[src/core/ecsd_pkg.sv]
package ecsd_pkg;

	// Register indices on the configuration write port
	typedef enum logic [1:0] {
		ECSD_REG_STRETCH,
		ECSD_REG_CONTROL,
		ECSD_REG_BASE,
		ECSD_REG_SIZE
	} ecsd_reg_t;

	// Stretch register fields
	localparam int STR_IO_ONE  = 6;
	localparam int STR_IO_TWO  = 4;
	localparam int STR_GEN     = 2;
	localparam int STR_PROG    = 0;

	// Control register fields
	localparam int CTL_IO_ONE_EN  = 7;
	localparam int CTL_IO_ONE_POL = 6;
	localparam int CTL_IO_TWO_EN  = 5;
	localparam int CTL_IO_TWO_POL = 4;
	localparam int CTL_GEN_PRIO   = 3;
	localparam int CTL_PROG_EN    = 2;
	localparam int CTL_PROG_SIZE  = 0;

	// Size register fields
	localparam int SIZ_IO_ONE_AV = 7;
	localparam int SIZ_IO_TWO_AV = 6;
	localparam int SIZ_GEN_POL   = 4;
	localparam int SIZ_GEN_AV    = 3;
	localparam int SIZ_GEN_SIZE  = 0;

	// Reset values and write masks
	localparam logic [7:0] STRETCH_RST_SINGLE = 8'h00;
	localparam logic [7:0] STRETCH_RST_EXP    = 8'h01;
	localparam logic [7:0] CONTROL_RST_SINGLE = 8'h00;
	localparam logic [7:0] CONTROL_RST_EXP    = 8'h04;
	localparam logic [7:0] BASE_RST           = 8'h00;
	localparam logic [7:0] SIZE_RST           = 8'h07;
	localparam logic [7:0] BASE_USED_MASK     = 8'hFC;
	localparam logic [7:0] SIZE_USED_MASK     = 8'hDF;

	// Address decode constants
	localparam logic [11:0] IO_ONE_LOW   = 12'h060;
	localparam logic [2:0]  GEN_SIZE_OFF = 3'h7;
	localparam logic [1:0]  PROG_64K     = 2'h0;
	localparam logic [1:0]  PROG_32K     = 2'h1;
	localparam logic [1:0]  PROG_16K     = 2'h2;

	// Drive a select at its asserted or inactive level
	function automatic logic ecsdLevel(input logic active,
		input logic activeHigh);
		ecsdLevel = activeHigh ? active : ~active;
	endfunction : ecsdLevel

endpackage : ecsd_pkg

[src/core/ecsd_decoder.sv]
`timescale 1ns/1ps
module ecsd_decoder (
	// Clock and reset
	input  wire logic               clk,
	input  wire logic               rst,
	// Operating mode, sampled while reset is high
	input  wire logic               expandedMode,
	// Configuration write port
	input  wire logic               regWrite,
	input  wire ecsd_pkg::ecsd_reg_t regSel,
	input  wire logic [7:0]         regWdata,
	// Configuration read back
	output logic [7:0]              stretchRegOut,
	output logic [7:0]              controlRegOut,
	output logic [7:0]              baseRegOut,
	output logic [7:0]              sizeRegOut,
	// CPU bus
	input  wire logic [15:0]        addr,
	input  wire logic               addrValid,
	input  wire logic               eHigh,
	input  wire logic               eTick,
	input  wire logic [3:0]         regBlockBase,
	// Chip selects
	output logic                    ioSelectOne,
	output logic                    ioSelectTwo,
	output logic                    programSelect,
	output logic                    generalSelect,
	// E clock high phase hold
	output logic                    eStretch
);
	import ecsd_pkg::*;

	// ==========================================================
	// State
	typedef struct packed {
		logic [7:0] stretch_r;
		logic [7:0] control_r;
		logic [7:0] base_r;
		logic [7:0] size_r;
		logic       ioOne_r;
		logic       ioTwo_r;
		logic       prog_r;
		logic       gen_r;
		logic       validPrev_r;
	} ecsd_state_t;

	ecsd_state_t st_r;
	ecsd_state_t st_nxt;

	// ==========================================================
	// Field views
	logic       ioOneEnable;
	logic       ioTwoEnable;
	logic       ioOnePolarity;
	logic       ioTwoPolarity;
	logic       priorityGeneral;
	logic       programSelectEnable;
	logic [1:0] programSize;
	logic       ioOneAddrValid;
	logic       ioTwoAddrValid;
	logic       generalPolarity;
	logic       generalAddrValid;
	logic [2:0] generalSize;
	logic [5:0] generalBase;
	logic [1:0] ioOneStretch;
	logic [1:0] ioTwoStretch;
	logic [1:0] generalStretch;
	logic [1:0] programStretch;

	assign ioOneEnable         = st_r.control_r[CTL_IO_ONE_EN];
	assign ioTwoEnable         = st_r.control_r[CTL_IO_TWO_EN];
	assign ioOnePolarity       = st_r.control_r[CTL_IO_ONE_POL];
	assign ioTwoPolarity       = st_r.control_r[CTL_IO_TWO_POL];
	assign priorityGeneral     = st_r.control_r[CTL_GEN_PRIO];
	assign programSelectEnable = st_r.control_r[CTL_PROG_EN];
	assign programSize     = st_r.control_r[CTL_PROG_SIZE +: 2];
	assign ioOneAddrValid      = st_r.size_r[SIZ_IO_ONE_AV];
	assign ioTwoAddrValid      = st_r.size_r[SIZ_IO_TWO_AV];
	assign generalPolarity     = st_r.size_r[SIZ_GEN_POL];
	assign generalAddrValid    = st_r.size_r[SIZ_GEN_AV];
	assign generalSize         = st_r.size_r[SIZ_GEN_SIZE +: 3];
	assign generalBase         = st_r.base_r[7:2];
	assign ioOneStretch        = st_r.stretch_r[STR_IO_ONE +: 2];
	assign ioTwoStretch        = st_r.stretch_r[STR_IO_TWO +: 2];
	assign generalStretch      = st_r.stretch_r[STR_GEN +: 2];
	assign programStretch      = st_r.stretch_r[STR_PROG +: 2];

	// ==========================================================
	// Range decode
	logic hitIoOne;
	logic hitIoTwo;
	logic hitProg;
	logic hitGen;

	ecsd_gen_match u_gen_match (
		.addr    (addr),
		.genBase (generalBase),
		.genSize (generalSize),
		.genHit  (hitGen)
	);

	always_comb begin
		hitIoOne = (addr[15:12] == regBlockBase) &&
			!addr[11] && (addr[11:0] >= IO_ONE_LOW);
		hitIoTwo = (addr[15:12] == regBlockBase) && addr[11];
		case (programSize)
			PROG_64K: hitProg = 1'b1;
			PROG_32K: hitProg = addr[15];
			PROG_16K: hitProg = (addr[15:14] == 2'h3);
			default:  hitProg = (addr[15:13] == 3'h7);
		endcase
	end

	// ==========================================================
	// Qualification and priority
	logic actIoOne;
	logic actIoTwo;
	logic actProg;
	logic actGen;
	logic bothHit;

	always_comb begin
		actIoOne = ioOneEnable && hitIoOne && addrValid &&
			(ioOneAddrValid || eHigh);
		actIoTwo = ioTwoEnable && hitIoTwo && addrValid &&
			(ioTwoAddrValid || eHigh);
		bothHit  = hitGen && programSelectEnable && hitProg;
		actGen   = hitGen && addrValid &&
			(generalAddrValid || eHigh) &&
			(!bothHit || priorityGeneral);
		actProg  = programSelectEnable && hitProg && addrValid &&
			!(bothHit && priorityGeneral);
	end

	// ==========================================================
	// Stretch of the active cycle
	logic       cycleStart;
	logic [1:0] stretchCount;
	logic       stretchBusy;

	always_comb begin
		cycleStart = addrValid && !st_r.validPrev_r;
		// An E-timed select asserts later in the cycle, so pick on hit
		if (ioOneEnable && hitIoOne) begin
			stretchCount = ioOneStretch;
		end else if (ioTwoEnable && hitIoTwo) begin
			stretchCount = ioTwoStretch;
		end else if (hitGen && (!bothHit || priorityGeneral)) begin
			stretchCount = generalStretch;
		end else if (actProg) begin
			stretchCount = programStretch;
		end else begin
			stretchCount = 2'h0;
		end
	end

	ecsd_stretch_timer u_stretch (
		.clk   (clk),
		.rst   (rst),
		.start (cycleStart),
		.count (stretchCount),
		.eTick (eTick),
		.busy  (stretchBusy)
	);

	assign eStretch = stretchBusy;

	// ==========================================================
	// Next state
	always_comb begin
		st_nxt = st_r;
		st_nxt.validPrev_r = addrValid;
		if (regWrite) begin
			case (regSel)
				ECSD_REG_STRETCH: st_nxt.stretch_r = regWdata;
				ECSD_REG_CONTROL: st_nxt.control_r = regWdata;
				ECSD_REG_BASE:
					st_nxt.base_r = regWdata & BASE_USED_MASK;
				ECSD_REG_SIZE:
					st_nxt.size_r = regWdata & SIZE_USED_MASK;
				default: st_nxt.stretch_r = st_r.stretch_r;
			endcase
		end
		st_nxt.ioOne_r = ecsdLevel(actIoOne, ioOnePolarity);
		st_nxt.ioTwo_r = ecsdLevel(actIoTwo, ioTwoPolarity);
		st_nxt.prog_r  = ecsdLevel(actProg, 1'b0);
		st_nxt.gen_r   = ecsdLevel(actGen, generalPolarity);
	end

	// ==========================================================
	// Registers
	always_ff @(posedge clk) begin
		if (rst) begin
			st_r.stretch_r   <= expandedMode ? STRETCH_RST_EXP
				: STRETCH_RST_SINGLE;
			st_r.control_r   <= expandedMode ? CONTROL_RST_EXP
				: CONTROL_RST_SINGLE;
			st_r.base_r      <= BASE_RST;
			st_r.size_r      <= SIZE_RST;
			st_r.ioOne_r     <= 1'b1;
			st_r.ioTwo_r     <= 1'b1;
			st_r.prog_r      <= 1'b1;
			st_r.gen_r       <= 1'b1;
			st_r.validPrev_r <= 1'b0;
		end else begin
			st_r <= st_nxt;
		end
	end

	// ==========================================================
	// Outputs
	assign stretchRegOut = st_r.stretch_r;
	assign controlRegOut = st_r.control_r;
	assign baseRegOut    = st_r.base_r;
	assign sizeRegOut    = st_r.size_r;
	assign ioSelectOne   = st_r.ioOne_r;
	assign ioSelectTwo   = st_r.ioTwo_r;
	assign programSelect = st_r.prog_r;
	assign generalSelect = st_r.gen_r;

endmodule : ecsd_decoder

[src/core/ecsd_gen_match.sv]
`timescale 1ns/1ps
module ecsd_gen_match (
	// Address and programmed range
	input  wire logic [15:0] addr,
	input  wire logic [5:0]  genBase,
	input  wire logic [2:0]  genSize,
	// Range hit
	output logic             genHit
);
	import ecsd_pkg::*;

	logic [5:0] cmpMask;

	// Code n compares the top n base bits; 64K compares none
	always_comb begin
		cmpMask = 6'h3F << (3'h6 - genSize);
		if (genSize == 3'h0) begin
			cmpMask = 6'h00;
		end
		genHit = (genSize != GEN_SIZE_OFF) &&
			(((addr[15:10] ^ genBase) & cmpMask) == 6'h00);
	end

endmodule : ecsd_gen_match

[src/core/ecsd_stretch_timer.sv]
`timescale 1ns/1ps
module ecsd_stretch_timer (
	// Clock and reset
	input  wire logic       clk,
	input  wire logic       rst,
	// Request
	input  wire logic       start,
	input  wire logic [1:0] count,
	input  wire logic       eTick,
	// Hold of E high phase
	output logic            busy
);
	import ecsd_pkg::*;

	typedef struct packed {
		logic [1:0] left_r;
	} ecsd_str_state_t;

	ecsd_str_state_t st_r;
	ecsd_str_state_t st_nxt;

	always_comb begin
		st_nxt = st_r;
		if (start) begin
			st_nxt.left_r = count;
		end else if (eTick && st_r.left_r != 2'h0) begin
			st_nxt.left_r = st_r.left_r - 2'h1;
		end
	end

	always_ff @(posedge clk) begin
		if (rst) begin
			st_r <= '0;
		end else begin
			st_r <= st_nxt;
		end
	end

	assign busy = (st_r.left_r != 2'h0);

endmodule : ecsd_stretch_timer
[config.mk]
export PLATFORM = sky130hd
export DESIGN_NAME = ecsd_decoder
export DESIGN_NICKNAME = d
export VERILOG_FILES = /design/src/core/ecsd_pkg.sv /design/src/core/ecsd_decoder.sv /design/src/core/ecsd_gen_match.sv /design/src/core/ecsd_stretch_timer.sv
export SDC_FILE = /design/constraint.sdc
export NUM_CORES = 1
export LEC_CHECK = 0
export BUFFER_PORTS_ARGS = -buffer_cell sky130_fd_sc_hd__buf_2
export CORE_ASPECT_RATIO = 0.7
export CORE_MARGIN = 2
export CORE_UTILIZATION = 40
export DETAILED_ROUTE_END_ITERATION = 8
export PLACE_DENSITY_LB_ADDON = 0.15
export SLEW_MARGIN = 5
export SYNTH_ARGS = -nofsm -noshare
export SYNTH_HDL_FRONTEND = slang
export SYNTH_SLANG_ARGS = --single-unit
[constraint.sdc]
create_clock -name clk -period 2.53 [get_ports clk]
set_input_delay 0.6325 -clock clk [delete_from_list [all_inputs] [get_ports clk]]
set_output_delay 0.6325 -clock clk [all_outputs]
set_load 0.005 [all_outputs]
==> flow_summary_export.csv <==
group,metric,value,unit
power,ir_worst_vdd,0.273,mV
global_routing,antenna_found_initial,0,
sta,holdWs,0.485,ns
final_layout,drive_gt1_share,33.1,%
critical_path,path_cells,"ha_1, inv_1, ha_1, or2b_1, a222oi_1, a221oi_2, o311ai_1, a31oi_1",
die,initial_utilization,42.5,%
sta,period_needed,2.34,ns
logic_synthesis,synthFlopType,"dfxtp_1",
critical_path,timing.rr.end,"u_stretch.st_r[0]",
power,powerDensity,554,nW/um^2
final_layout,antenna_cells,0,
logic_synthesis,synth-async-reset-ratio,0,%
cts,cts.clk_slew.worst_paths,0.07,ns
logic_synthesis,yosysSeqAreaShare,42.2,%
die,dieWidth,90.4,um
critical_path,cpLargestDelayFamily,"compound AO/OA/AOI/OAI gates",
die,die_y,64.5,um
hold_path,worst_hold_path.endpoint,"sizeRegOut[4]",
job,drv_cap,0,
place,hpwl,3860,um
sta,drv_slew,0,
die,num_rows,21,
critical_path,r2r-start,"sizeRegOut[1]",
sta,fmax,427,MHz
final_layout,fin_nets,300,
routing,firstDrtPassIters,4,
critical_path,rr_worst_depth,8,
logic_synthesis,yosysMostFrequentCell,"buf_4",
sta,hold_viol_final,0,
critical_path,crit_fanout,5,
logic_synthesis,syn-cell-area,2090,um^2
die,top_level_ports,74,
sta,post-route-period-util,92.6,%
cts,cts_root_buf,"clkbuf_8",
routing,wire_per_inst,14.6,um
die,die_area,5830,um^2
final_layout,final_util,48.6,%
cts,postCtsHoldBufs,0,
routing,drcViolationCount,0,
logic_synthesis,synthDistinctLibCells,45,
global_routing,grt_overflow_total,0,
cts,cts_buffer_depth,2,
final_layout,nFillCells,496,
global_routing,grt_pass1_vias,1442,
cts,cts_max_level,2,
run_status,status,"finished, final reports clean",
routing,routed_wl,4770,um
sta,finalSetupViolCount,0,
sta,finalSetupTns,0,ns
routing,avgViaCountPerCell,4.85,
hold_path,whs_path_depth,2,
sta,relSlewSlack,64.3,%
cts,cts_sinks,36,
logic_synthesis,yosys_warnings,0,
logic_synthesis,synth-seq-cells,36,
critical_path,crit_buf_inv,1,
global_routing,track_usage,17.0,%
critical_path,worstSetupStartpointType,"flip-flop",
critical_path,cpPeakStageDelay,0.44,ns
place,place_congestion,0.806,
routing,via_count,1581,
place,port_buffers,65,
cts,cts_made_buffers,5,
place,dpl.cell_count,317,
logic_synthesis,yosysTopAreaCell,"edfxtp_1",
critical_path,worstPathRequired,2.69,ns
logic_synthesis,yosys.area.top_type_share,23.0,%
global_routing,grt_pass1_wl,7560,um
logic_synthesis,post_synth_main_area_contributors,"edfxtp_1, dfxtp_1, buf_4",
routing,antenna_left,0,
cts,insertion_delay,0.29,ns
logic_synthesis,yosys-top-cells-count,"buf_4, dfxtp_1, edfxtp_1, nand2_1",
critical_path,crit_path_end_kind,"flip-flop",
sta,rsz0062_at_grt,"false",
logic_synthesis,synth_edf_count,16,
hold_path,min_path_type,"reg2reg",
final_layout,fin_cells,326,
critical_path,crit_top_cell,"ha_1",
logic_synthesis,avgSynthCellArea,9.90,um^2
routing,drt_iter0_drc,91,
final_layout,area_growth,14.3,%
sta,skew,0.00983,ns
sta,worstMarginPinSlew,0.532,ns
power,leakagePower,1.10,nW
global_routing,grt_max_degree,23,
critical_path,slowest_stage,"a222oi_1",
critical_path,cp.arrival,2.50,ns
hold_path,worstHoldStart,"sizeRegOut[4]",
die,core,4910,um^2
cts,cts_tree,"built",
critical_path,cp_num_cells,8,
critical_path,r2r_setup_slack,0.19,ns
logic_synthesis,netlist_instances,211,
critical_path,crit_type,"reg2reg",
placed cells by master (no fill, tap or decap), types with 3 or more instances in the layout:
master and n:
a21boi_0 3, xor2_1 10, a21o_1 3, and2_1 10, mux2i_1 7, clkbuf_8 5
nor2_1 9, inv_1 8, o21ai_0 4, a211o_1 3, conb_1 3, nand2b_1 5
nand2_1 16, buf_2 65, buf_4 7, edfxtp_1 16, a21oi_1 8, ha_1 7
nand3_1 3, dfxtp_1 20, nor2b_1 6
per-stage QoR:
stage | total power (W) | setup slack [ns] | cell area, um^2
after floorplan | 0.000867 | 0.375 | 2100
after detailed placement | 0.000940 | 0.115 | 2300
final | 0.00132 | 0.188 | 2390
after global placement | 0.000938 | 0.156 | 2300
after global routing | 0.00139 | 0.0103 | 2390
after CTS | 0.00133 | 0.0649 | 2380
report_power, final:
group	internal (W)	switching (W)	total (W)	leakage, nW
registers	0.000650	0.0000266	0.000676	0.322
clock network	0.000193	0.000198	0.000392	0.0422
logic	0.000120	0.000135	0.000254	0.735
metal layers:
metal | vias to the layer above | share of wire (%) | global-route usage [%]
met3 | 4 | 7.6 | 5.12
li1 | 794 | - | -
met1 | 729 | 51 | 25.6
met2 | 54 | 40 | 23.4
met5 | - | 0 | 0
met4 | 0 | 0.73 | 4.62
state kept, by name, indices dropped and copies added, names as in the netlist:
signal,cells
controlRegOut,8
stretchRegOut,8
sizeRegOut,7
baseRegOut,6
u_stretch.st_r,2
generalSelect,1
ioSelectOne,1
ioSelectTwo,1
programSelect,1
st_r,1
layout make-up:
class / instances / area, um^2 / share of cell area, %
Multi-Input combinational cell: 133 / 931 / 39.0
Inverter: 8 / 30.0 / 1.26
Clock inverter: 1 / 5.00 / 0.210
Tap cell: 69 / 86.3 / 3.62
Clock buffer: 7 / 76.3 / 3.20
Timing Repair Buffer: 72 / 378 / 15.8
Sequential cell: 36 / 881 / 36.9
tightest hold or removal path, cell delays in order, from the launching register on:
cell,delay [ns]
dfxtp_1,0.33
nand2_1,0.06
a21oi_1,0.05
cells by family after synthesis:
| family | count (synthesis) | synth area share [%] |
|---|---|---|
| XOR/XNOR | 12 | 5.03 |
| multiplexers | 7 | 3.35 |
| adder cells (fa/ha/maj) | 7 | 4.19 |
| AND/OR/NAND/NOR | 64 | 17.5 |
| other | 1 | 0.179 |
| buffers and inverters | 44 | 13.7 |
| flip-flops | 36 | 42.2 |
| AO/OA/AOI/OAI | 40 | 14.0 |
worst max path at each step:
stage	startpoint	endpoint	slack, ns
global placement	sizeRegOut[1]	generalSelect	0.16
floorplan	sizeRegOut[1]	generalSelect	0.37
finish	sizeRegOut[1]	u_stretch.st_r[0]	0.19
CTS	sizeRegOut[1]	generalSelect	0.06
global route	sizeRegOut[1]	u_stretch.st_r[0]	0.01
detailed placement	sizeRegOut[1]	generalSelect	0.11
what timing repair did:
item / in CTS / in global routing
resized for setup: 0 / 0
buffers inserted: 0 / 1
endpoints found under the setup margin: 0 / 1
(Power assumes the default switching activity.)
